--- src/gdfm_pkg.sv ---
// Constants and encodings for the gate driver fault manager
// Behaviour
// Disable pin or enable low forces pulldowns
// Enable bit resets low; host sets it
// Hardware variant enables drivers after power up
// Multi pin: disable input or fault output
// Pin high disables drivers, low runs
// Braking only in sleep with brake high
// Brake bridges 5-8 or all four together
// Brake overcurrent turns low sides off
// Open brake pin uses supply monitor
// Fault clear bit clears faults, self-resets
// Hardware variant recovers faults automatically
// Logic undervoltage or sleep makes inactive
// Power-on-reset flag holds until clear
// Supply low fault: pulldowns, pump off
// Latched low mode holds until clear
// Auto low mode recovers, flag stays
// Hardware variant uses auto low recovery
// Supply high detected after programmable deglitch
// Latched high mode holds until clear
// Auto high mode recovers, flag stays
// Warning mode only sets warn flag (code also sets the supply high flag)
// Disabled high mode neither acts nor reports
// Two-bit high mode, one-bit low mode
// Fault output is OR of faults
package gdfm_pkg;
    // Clock rate and deglitch times
    localparam int CLK_MHZ = 200;
    localparam int CNT_W = 11;
    localparam int POR_DG_NS = 5000;
    localparam int UV_DG_NS = 10000;
    localparam int BOC_DG_NS = 1000;
    localparam int OV_DG0_NS = 1000;
    localparam int OV_DG1_NS = 2000;
    localparam int OV_DG2_NS = 4000;
    localparam int OV_DG3_NS = 8000;
    // Least times round up to whole cycles
    localparam logic [CNT_W-1:0] POR_DG_CYC = CNT_W'((POR_DG_NS * CLK_MHZ + 999) / 1000);
    localparam logic [CNT_W-1:0] UV_DG_CYC = CNT_W'((UV_DG_NS * CLK_MHZ + 999) / 1000);
    localparam logic [CNT_W-1:0] BOC_DG_CYC = CNT_W'((BOC_DG_NS * CLK_MHZ + 999) / 1000);
    localparam logic [CNT_W-1:0] OV_DG0_CYC = CNT_W'((OV_DG0_NS * CLK_MHZ + 999) / 1000);
    localparam logic [CNT_W-1:0] OV_DG1_CYC = CNT_W'((OV_DG1_NS * CLK_MHZ + 999) / 1000);
    localparam logic [CNT_W-1:0] OV_DG2_CYC = CNT_W'((OV_DG2_NS * CLK_MHZ + 999) / 1000);
    localparam logic [CNT_W-1:0] OV_DG3_CYC = CNT_W'((OV_DG3_NS * CLK_MHZ + 999) / 1000);
    // Register bus
    localparam int AW = 8;
    localparam int DW = 8;
    localparam logic [AW-1:0] ADDR_CTRL = 8'h00;
    localparam logic [AW-1:0] ADDR_CFG = 8'h01;
    localparam logic [AW-1:0] ADDR_STAT = 8'h02;
    localparam logic [DW-1:0] CTRL_RST = 8'h00;
    localparam logic [DW-1:0] CFG_RST = 8'h00;
    // Control fields
    localparam int CTRL_EN = 0;
    localparam int CTRL_CLR = 1;
    localparam int CTRL_PINSEL = 2;
    // Config fields
    localparam int CFG_UVMODE = 0;
    localparam int CFG_OVMODE = 1;
    localparam int CFG_OVLVL = 3;
    localparam int CFG_OVDG = 5;
    // Status fields
    localparam int ST_FAULT = 0;
    localparam int ST_WARN = 1;
    localparam int ST_POR = 2;
    localparam int ST_UV = 3;
    localparam int ST_OV = 4;
    localparam int ST_BRAKE = 5;
    localparam int ST_INACT = 6;
    // Supply high and supply low response codes
    localparam logic [1:0] OVM_LATCH = 2'h0;
    localparam logic [1:0] OVM_AUTO = 2'h1;
    localparam logic [1:0] OVM_WARN = 2'h2;
    localparam logic [1:0] OVM_OFF = 2'h3;
    localparam logic UVM_AUTO = 1'h1;
    // Braking low-side masks
    localparam logic [7:0] BRAKE_MASK8 = 8'hf0;
    localparam logic [7:0] BRAKE_MASK4 = 8'h0f;
    // Synchronised pin indices
    localparam int PIN_N = 8;
    localparam int P_SLEEPN = 0;
    localparam int P_MULTI = 1;
    localparam int P_BRAKE = 2;
    localparam int P_BOPEN = 3;
    localparam int P_BOV = 4;
    localparam int P_LLOW = 5;
    localparam int P_UV = 6;
    localparam int P_OV = 7;
endpackage

--- src/gdfm_fault_manager.sv ---
// Gate driver disable, braking and supply fault manager
`timescale 1ns/1ps
module gdfm_fault_manager #(
    parameter bit HW_CFG = 1'b0,
    parameter bit EIGHT_BR = 1'b1
) (
    // Clock, reset, enable
    input wire logic ref_clk,
    input wire logic rst,
    input wire logic clkEn,
    // Register port
    input wire logic [gdfm_pkg::AW-1:0] regAddr,
    input wire logic [gdfm_pkg::DW-1:0] regWrData,
    input wire logic regWr,
    input wire logic regRd,
    output logic [gdfm_pkg::DW-1:0] regRdData,
    // Host pins
    input wire logic sleepRequestN,
    input wire logic disableOrIrqPinIn,
    output logic disableOrIrqPinOut,
    output logic disableOrIrqPinOeN,
    output logic faultOutN,
    input wire logic brakePin,
    input wire logic brakePinOpen,
    // Analog comparators
    input wire logic brakeSupplyHighCmp,
    input wire logic brakeOverCurrentCmp,
    input wire logic logicSupplyLowCmp,
    input wire logic supplyLowCmp,
    input wire logic supplyHighCmp,
    // Analog controls
    output logic [1:0] supplyHighThresholdSelect,
    output logic brakeMonitorEn,
    output logic monitorsEn,
    output logic chargePumpEn,
    // Gate driver controls
    output logic gatePulldownEn,
    output logic [7:0] lowSideBrake
);
    import gdfm_pkg::*;

    // Pin synchroniser, two flops before use
    logic [PIN_N-1:0] syncA_q;
    logic [PIN_N-1:0] pin_q;
    wire [PIN_N-1:0] pinRaw = {supplyHighCmp, supplyLowCmp,
        logicSupplyLowCmp, brakeSupplyHighCmp, brakePinOpen,
        brakePin, disableOrIrqPinIn, sleepRequestN};

    always_ff @(posedge ref_clk) begin
        if (rst) begin
            syncA_q <= '0;
            pin_q <= '0;
        end else if (clkEn) begin
            syncA_q <= pinRaw;
            pin_q <= syncA_q;
        end
    end

    // Brake overcurrent comparator is analog as well, so it gets two flops
    logic bocA_q;
    logic boc_q;

    always_ff @(posedge ref_clk) begin
        if (rst) begin
            bocA_q <= 1'b0;
            boc_q <= 1'b0;
        end else if (clkEn) begin
            bocA_q <= brakeOverCurrentCmp;
            boc_q <= bocA_q;
        end
    end

    // Software registers
    logic [DW-1:0] ctrl_q;
    logic [DW-1:0] cfg_q;
    logic clr_q;
    logic [DW-1:0] rdData_q;

    wire wrCtrl = regWr && (regAddr == ADDR_CTRL);
    wire wrCfg = regWr && (regAddr == ADDR_CFG);

    // Hardware variant has no enable or clear bit
    wire enBit = HW_CFG ? 1'b1 : ctrl_q[CTRL_EN];
    wire clrEff = HW_CFG ? 1'b1 : clr_q;
    wire pinSel = HW_CFG ? 1'b0 : ctrl_q[CTRL_PINSEL];
    wire uvAuto = HW_CFG || (cfg_q[CFG_UVMODE] == UVM_AUTO);
    wire [1:0] ovMode = HW_CFG ? OVM_OFF
        : cfg_q[CFG_OVMODE +: 2];
    wire [1:0] ovDgSel = cfg_q[CFG_OVDG +: 2];

    // Control and config writes
    always_ff @(posedge ref_clk) begin
        if (rst) begin
            ctrl_q <= CTRL_RST;
            cfg_q <= CFG_RST;
        end else if (clkEn) begin
            if (wrCtrl) begin
                ctrl_q <= regWrData;
            end
            if (wrCfg) begin
                cfg_q <= regWrData;
            end
        end
    end

    // Clear strobe lasts one cycle, then drops itself
    always_ff @(posedge ref_clk) begin
        if (rst) begin
            clr_q <= 1'b0;
        end else if (clkEn) begin
            clr_q <= wrCtrl && regWrData[CTRL_CLR];
        end
    end

    // Inactive state from sleep or low logic supply
    logic inactive_q;
    logic [3:0] dg;
    wire sleepOn = !pin_q[P_SLEEPN];
    wire inactiveD = sleepOn || dg[0];

    // Deglitch limits: logic low, supply low, supply high, brake OC
    logic [CNT_W-1:0] dgLim [4];
    logic [3:0] dgCond;
    wire [CNT_W-1:0] ovDgCyc = (ovDgSel == 2'h0) ? OV_DG0_CYC
        : (ovDgSel == 2'h1) ? OV_DG1_CYC
        : (ovDgSel == 2'h2) ? OV_DG2_CYC : OV_DG3_CYC;
    assign dgLim[0] = POR_DG_CYC;
    assign dgLim[1] = UV_DG_CYC;
    assign dgLim[2] = ovDgCyc;
    assign dgLim[3] = BOC_DG_CYC;
    // Supply low and supply high monitors stay blind while inactive
    assign dgCond[0] = pin_q[P_LLOW];
    assign dgCond[1] = pin_q[P_UV] && !inactive_q;
    assign dgCond[2] = pin_q[P_OV] && !inactive_q;
    assign dgCond[3] = boc_q;

    // Deglitch counters; condition must hold the full time
    for (genvar i = 0; i < 4; i++) begin : g_dg
        logic [CNT_W-1:0] cnt_q;
        wire done = (cnt_q == dgLim[i]);
        assign dg[i] = done;
        always_ff @(posedge ref_clk) begin
            if (rst) begin
                cnt_q <= '0;
            end else if (clkEn) begin
                if (!dgCond[i]) begin
                    cnt_q <= '0;
                end else if (!done) begin
                    cnt_q <= cnt_q + CNT_W'(1);
                end
            end
        end
    end

    // Supply low: fault and flag next state
    logic uvFault_q;
    logic uvFlag_q;
    wire uvDg = dg[1];
    // Set wins; latched mode waits for clear, auto follows condition
    wire uvFaultD = uvDg
        || (uvFault_q && !uvAuto && !clrEff);
    wire uvFlagD = uvDg || (uvFlag_q && !clrEff);

    // Supply high: mode dependent action
    logic ovFault_q;
    logic ovFlag_q;
    logic warn_q;
    wire ovDg = dg[2];
    wire ovSeen = ovDg && (ovMode != OVM_OFF);
    wire ovActs = ovDg
        && ((ovMode == OVM_LATCH) || (ovMode == OVM_AUTO));
    wire ovFaultD = ovActs || (ovFault_q && (ovMode == OVM_LATCH)
        && !clrEff && !ovDg) || (ovFault_q && ovDg
        && (ovMode != OVM_WARN) && (ovMode != OVM_OFF));
    wire ovFlagD = ovSeen || (ovFlag_q && !clrEff);
    wire warnD = (ovSeen && (ovMode == OVM_WARN))
        || (warn_q && !clrEff);

    // Power-on-reset flag, raised again by a logic supply dip
    logic por_q;
    wire porD = dg[0] || (por_q && !clrEff);

    // Fault state registers
    always_ff @(posedge ref_clk) begin
        if (rst) begin
            uvFault_q <= 1'b0;
            uvFlag_q <= 1'b0;
            ovFault_q <= 1'b0;
            ovFlag_q <= 1'b0;
            warn_q <= 1'b0;
            por_q <= 1'b1;
            inactive_q <= 1'b1;
        end else if (clkEn) begin
            uvFault_q <= uvFaultD;
            uvFlag_q <= uvFlagD;
            ovFault_q <= ovFaultD;
            ovFlag_q <= ovFlagD;
            warn_q <= warnD;
            por_q <= porD;
            inactive_q <= inactiveD;
        end
    end

    // Global fault excludes the warning-only path
    wire faultNow = uvFault_q || ovFault_q;

    // Driver disable sources, any one forces pulldowns
    wire pinDisable = !pinSel && pin_q[P_MULTI];
    wire pulldownD = pinDisable || !enBit
        || faultNow || inactive_q;

    // Braking: request from pin, or supply monitor when pin is open
    logic brakeOc_q;
    wire brakeOpen = pin_q[P_BOPEN];
    wire brakeReq = pin_q[P_BRAKE]
        || (brakeOpen && pin_q[P_BOV]);
    wire brakeWant = sleepOn && brakeReq;
    wire brakeOn = brakeWant && !brakeOc_q && !dg[3];
    wire [7:0] brakeMask = EIGHT_BR ? BRAKE_MASK8 : BRAKE_MASK4;

    // Brake overcurrent holds low sides off until braking ends
    always_ff @(posedge ref_clk) begin
        if (rst) begin
            brakeOc_q <= 1'b0;
        end else if (clkEn) begin
            brakeOc_q <= brakeWant && (brakeOc_q || dg[3]);
        end
    end

    // Registered outputs
    logic pulldown_q;
    logic [7:0] lsBrake_q;
    logic faultN_q;
    logic pinOeN_q;
    logic cpEn_q;
    logic monEn_q;
    logic bmonEn_q;
    logic [1:0] ovLvl_q;

    always_ff @(posedge ref_clk) begin
        if (rst) begin
            pulldown_q <= 1'b1;
            lsBrake_q <= '0;
            faultN_q <= 1'b1;
            pinOeN_q <= 1'b1;
            cpEn_q <= 1'b0;
            monEn_q <= 1'b0;
            bmonEn_q <= 1'b0;
            ovLvl_q <= '0;
        end else if (clkEn) begin
            pulldown_q <= pulldownD;
            lsBrake_q <= brakeOn ? brakeMask : 8'h00;
            faultN_q <= !faultNow;
            // Open drain: pull low only on fault in output mode
            pinOeN_q <= !(pinSel && faultNow);
            cpEn_q <= !inactive_q && !uvFault_q;
            monEn_q <= !inactive_q;
            bmonEn_q <= brakeOpen;
            ovLvl_q <= cfg_q[CFG_OVLVL +: 2];
        end
    end

    // Status word for reads
    wire [DW-1:0] statWord = {1'b0, inactive_q, brakeOn,
        ovFlag_q, uvFlag_q, por_q, warn_q, faultNow};
    wire [DW-1:0] ctrlWord = {ctrl_q[DW-1:CTRL_CLR+1], clr_q,
        enBit};
    wire [DW-1:0] rdMux = (regAddr == ADDR_CTRL) ? ctrlWord
        : (regAddr == ADDR_CFG) ? cfg_q
        : (regAddr == ADDR_STAT) ? statWord : 8'h00;

    // Read data appears the cycle after the strobe only
    always_ff @(posedge ref_clk) begin
        if (rst) begin
            rdData_q <= '0;
        end else if (clkEn) begin
            rdData_q <= regRd ? rdMux : 8'h00;
        end
    end

    assign regRdData = rdData_q;
    assign disableOrIrqPinOut = 1'b0;
    assign disableOrIrqPinOeN = pinOeN_q;
    assign faultOutN = faultN_q;
    assign supplyHighThresholdSelect = ovLvl_q;
    assign brakeMonitorEn = bmonEn_q;
    assign monitorsEn = monEn_q;
    assign chargePumpEn = cpEn_q;
    assign gatePulldownEn = pulldown_q;
    assign lowSideBrake = lsBrake_q;
endmodule

--- config.mk ---
export PLATFORM = sky130hd
export DESIGN_NAME = gdfm_fault_manager
export DESIGN_NICKNAME = d
export VERILOG_FILES = /design/src/gdfm_pkg.sv /design/src/gdfm_fault_manager.sv
export SDC_FILE = /design/constraint.sdc
export NUM_CORES = 1
export LEC_CHECK = 0
export BUFFER_PORTS_ARGS = -buffer_cell sky130_fd_sc_hd__buf_2
export CAP_MARGIN = 10
export CORE_UTILIZATION = 61
export DETAILED_ROUTE_END_ITERATION = 6
export PLACE_DENSITY = 0.87
export SYNTH_ARGS = -nofsm -noshare
export SYNTH_HDL_FRONTEND = slang
export SYNTH_SLANG_ARGS = --single-unit
--- constraint.sdc ---
create_clock -name ref_clk -period 5.89 [get_ports ref_clk]
set_input_delay 0.2945 -clock ref_clk [delete_from_list [all_inputs] [get_ports ref_clk]]
set_output_delay 0.2945 -clock ref_clk [all_outputs]
set_load 0.01 [all_outputs]
Word-level counts from Yosys, hierarchy flattened
Cells that the tools add are included.
W data, S select, Z words.
{"block": "op_classes", "multipliers": 0, "div_mod_pow": 0, "bitwise_logic": 0, "reduce_logical": 64, "n_eq_ne": 16, "n_shift": 0, "addsub": 4, "muxes": 16, "n_lt_le_gt_ge": 0}
{"operator": "$mux W11", "n": 11}
{"operator": "$add A11 B1 Y11 const B", "n": 4}
{"operator": "$mux W8", "n": 4}
{"operator": "$logic_and A1 B1 Y1", "n": 28}
{"operator": "$logic_or A1 B1 Y1", "n": 15}
{"operator": "$logic_not A1 Y1", "n": 12}
{"operator": "$ne A2 B2 Y1 const B", "n": 6}
{"operator": "$reduce_and A2 Y1", "n": 6}
{"operator": "$eq A11 B10 Y1 const B", "n": 1}
{"operator": "$eq A11 B11 Y1", "n": 1}
{"operator": "$eq A11 B11 Y1 const B", "n": 1}
{"operator": "$eq A11 B8 Y1 const B", "n": 1}
{"operator": "$eq A8 B1 Y1 const B", "n": 1}
{"operator": "$eq A8 B2 Y1 const B", "n": 1}
{"operator": "$logic_not A8 Y1", "n": 1}
{"operator": "$mux W7", "n": 1}
{"operator": "$eq A2 B1 Y1 const B", "n": 2}
{"operator": "$eq A2 B2 Y1 const B", "n": 2}
{"operator": "$logic_not A2 Y1", "n": 2}
{"block": "totals", "rom_bits": 0, "mem_count": 0, "latchBits": 0, "in_bits": 30, "mem_bits_rw": 0, "ff_bits": 111, "word_cells": 128}

Depth between registers and ports, before layout
{"block": "depth", "depth_word": 9, "depth_mapped": 8, "depth_no_buf": 7}

Worst setup path after synthesis
OpenSTA, ideal clock, no wires.
{"block": "synth_timing", "path_type": "register to register", "from": "reg cfg_q[6]", "to": "reg g_dg[2].cnt_q[2]", "n_path_buf": 0, "setup_slack_ps": 3798, "path_stages_with_launch": 8, "t_required_ps": 5768, "setup_ps": 122, "arrival_ps": 1970, "cell_sequence": "dfxtp_1 -> inv_1 -> ha_1 -> or3b_1 -> a21o_1 -> a2111oi_4 -> nor3_1 -> a311o_1"}
{"block": "synth_via", "elab_chain_len": 7, "elab_cells_between_ends": 9, "cone_classes": "4 x eq/ne; 3 x mux; 2 x reduce/logical"}
{"item": "from (decl)", "line": "gdfm_fault_manager.sv:75", "text": "logic [DW-1:0] cfg_q;"}
{"item": "from (signal assigned)", "line": "gdfm_fault_manager.sv:101", "text": "cfg_q <= regWrData;"}
{"item": "$eq A2 B2 Y1", "line": "gdfm_fault_manager.sv:126", "text": ": (ovDgSel == 2'h2) ? OV_DG2_CYC : OV_DG3_CYC;"}
{"item": "$mux W11", "line": "gdfm_fault_manager.sv:126"}
{"item": "$mux W11", "line": "gdfm_fault_manager.sv:125", "text": ": (ovDgSel == 2'h1) ? OV_DG1_CYC"}
{"item": "$mux W11 (*)", "line": "gdfm_fault_manager.sv:124", "text": "wire [CNT_W-1:0] ovDgCyc = (ovDgSel == 2'h0) ? OV_DG0_CYC"}
{"item": "$eq A11 B11 Y1 (*)", "line": "gdfm_fault_manager.sv:140", "text": "wire done = (cnt_q == dgLim[i]);"}
{"item": "$ne A2 B2 Y1 (no source line) (*)"}
{"item": "$reduce_and A2 Y1 (no source line) (*)"}
{"item": "to (signal assigned)", "line": "gdfm_fault_manager.sv:149", "text": "cnt_q <= cnt_q + CNT_W'(1);"}
{"item": "to (decl)", "line": "gdfm_fault_manager.sv:139", "text": "logic [CNT_W-1:0] cnt_q;"}
Mark *: on every way between the ends. The rest lies on a longest branch, timed or not.
A chain may end at the register's enable or synchronous reset.

Final worst setup path
Same ends and word-level chain as after synthesis.

==> flow_summary.yaml <==
pwr:
  peakVddDrop_mv: 0.259
  p_sw_share_pct: 25.2
  p_per_area_nw_per_um2: 247
  intPower_uw: 941
  switchingPower_uw: 317
  power_frac_comb_pct: 5.4
  p_clk_share_pct: 38.0
  seq_power_share_pct: 56.5
  power.leakage_nw: 1.94
timing:
  finalSetupViolations: 0
  fin_crit_ns: 2.34
  drv_slew: 0
  relSlewSlack_pct: 23.6
  fin_tns_setup_ns: 0
  period_share_pct: 39.7
  rsz0062_at_grt: "no"
  worst_pin_slew_ns: 1.13
  hold_ws_ns: 0.149
  fmax_mhz: 427
  finalHoldViolCount: 0
  fin_skew_ns: 0.0101
clocking:
  clk_latency_ns: 0.37
  cts_buffers: 9
  htree_levels: 3
  root_buffer: "clkbuf_8"
  clkTransAtPathRegs_ns: 0.11
  cts_resized: 0
  post_cts_buffers: 0
  clkSinkCount: 103
  clock_path_buffers: 2
  cts_tree: "done"
  hold_buffers: 0
setup_path:
  reg2reg_to: "g_dg[2].cnt_q[2]"
  crit_path_start_kind: "register"
  path_max_fanout: 8
  endpoint_kind: "register"
  required_ns: 6.16
  rr_worst_depth: 7
  arrival_ns: 2.61
  r2r_slack_ns: 3.55
  cp-startpoint: "cfg_q[6]"
  criticalPathCategory: "reg -> reg"
  r2r_start: "cfg_q[6]"
yosys:
  ys_warn_count: 0
  yosys-top-cells-area: "dfxtp_1 (45%), mux2i_1 (8.5%), nor2_1 (7.4%), xor2_1 (4.0%), ha_1 (3.3%)"
  synth-main-ff-cell: "dfxtp_1"
  synth_seq_cells: 103
  netlist_instances: 527
  yosysTopAreaCell: "dfxtp_1"
  yosysUniqueCellTypes: 48
  syn_avg_cell_area_um2: 8.75
  synthArstFlopShare_pct: 0
  syn_area_um2: 4610
  synth_edf_count: 0
  synth_top_area_share_pct: 44.7
  ys_seq_area_share_pct: 44.7
global_route:
  grt_max_degree: 63
  grt_usage_pct: 25.1
  grt_pass1_wl_mm: 15.4
  overflow: 0
  antenna_found_initial: 0
  grt_pass1_vias: 3508
floorplanning:
  die_height_um: 88.9
  num_rows: 31
  die_area_um2: 7910
  dieWidth_um: 88.9
  core_area_um2: 7290
  start_util_pct: 63.2
  ios: 55
finish:
  fill_cells: 576
  fin_nets: 604
  multiInputGateArea_um2: 2340
  regArea_um2: 2060
  diodes: 0
  layout_commonest_cell: "dfxtp_1"
  final_core_util_pct: 69.8
  syn_to_final_growth_pct: 10.3
  final_cell_mix: "dfxtp_1 (103), nor2_1 (91), buf_2 (49), mux2i_1 (39), nand2_1 (38)"
  drive_gt1_share_pct: 12.3
route:
  vias: 3756
  drt_first_iter_violations: 146
  ant_nets: 0
  wl_mm: 9.31
  viasPerCell: 5.64
  first_pass_iters: 4
  drc: 0
  routedWlPerCell_um: 14.0
run:
  maxCapViolCount: 0
placement:
  dp_hpwl_mm: 6.48
  place_congestion: 0.806
  io_buffers: 49
min_path:
  hp-class: "in -> reg"
  hold_depth: 3
  hold_start: "logicSupplyLowCmp"
  hold_end: "syncA_q[5]"
run_status:
  status: "finished clean"
==> cells by family after synthesis <==
logic type | after synthesis | synth area share (%)
flip-flops | 103 | 44.7
AND/OR/NAND/NOR | 209 | 21.4
adder cells (fa/ha/maj) | 12 | 3.26
buffers and inverters | 52 | 4.97
AO/OA/AOI/OAI | 74 | 10.1
other | 1 | 0.0813
multiplexers | 39 | 8.47
XOR/XNOR | 37 | 7.03
==> final cells by class <==
type,count,area share (%)
Clock buffer,9,2.43
Clock inverter,7,1.92
Inverter,21,1.55
Multi-Input combinational cell,376,46.0
Sequential cell,103,40.5
Tap cell,99,2.43
Timing Repair Buffer,51,5.12
==> registers in the layout, summed over array words and instances, names as in the netlist, 2 cells and up <==
name	cells
cfg_q	8
ctrl_q	7
g_dg.cnt_q	44
pin_q	8
regRdData	8
supplyHighThresholdSelect	2
syncA_q	8
==> metrics by stage <==
stage               instance area, um^2  setup WS [ns]  cells  total power, mW
CTS                                5090           3.54    666             1.26
global placement                   4870           3.58    650            0.792
detailed placement                 4870           3.47    650            0.795
floorplan                          4630           3.80    531            0.775
finish                             5090           3.55    666             1.26
global route                       5090           3.38    666             1.30
==> power groups by stage <==
| stage | clock, mW | sequential [mW] | combinational, mW |
|---|---|---|---|
| finish | 0.479 | 0.711 | 0.0684 |
| floorplan | 0 | 0.725 | 0.0503 |
| global placement | 0 | 0.726 | 0.0661 |
| detailed placement | 0 | 0.727 | 0.0678 |
| CTS | 0.485 | 0.711 | 0.0681 |
| global route | 0.513 | 0.712 | 0.0763 |
==> worst max-delay path by stage <==
stage	slack (ns)	end
after floorplan	3.80	g_dg[2].cnt_q[2]
after global placement	3.58	ctrl_q[7]
after detailed placement	3.47	g_dg[1].cnt_q[6]
after CTS	3.54	g_dg[2].cnt_q[2]
after global routing	3.38	g_dg[2].cnt_q[2]
final	3.55	g_dg[2].cnt_q[2]
==> worst max-delay path, stage by stage, from the launching register on <==
cell and delay, ns:
dfxtp_1 0.43, inv_1 0.11, ha_1 0.22, or3b_1 0.35, a21o_1 0.19, a2111oi_4 0.51, nor3_1 0.11, a311o_1 0.32
==> cell usage after synthesis, types with 2 or more instances <==
cell,number
nand4_1,15
or3_1,4
ha_1,12
dfxtp_1,103
xor2_1,21
nor4b_1,2
a21oi_1,28
mux2i_1,39
and3_1,4
o21ai_0,17
nand4b_1,4
xnor2_1,16
nor2_1,91
nand2_1,38
buf_2,3
o31ai_1,6
a211oi_1,2
nor2b_1,5
inv_1,20
nand3_1,20
nand3b_1,3
or4_1,3
buf_4,8
nor4_1,2
a22oi_1,2
o21ai_1,2
nor3_1,11
clkbuf_1,19
a21o_1,7
o22ai_1,2
==> routing by layer <==
layer | vias to the layer above | track usage, % | share of wire [%]
met5 | - | 0 | 0
li1 | 1861 | - | -
met1 | 1786 | 30.8 | 44
met2 | 94 | 42.1 | 49
met4 | 0 | 9.09 | 1.7
met3 | 15 | 7.48 | 5.2
Note: power is estimated with default switching activity, not from simulation.
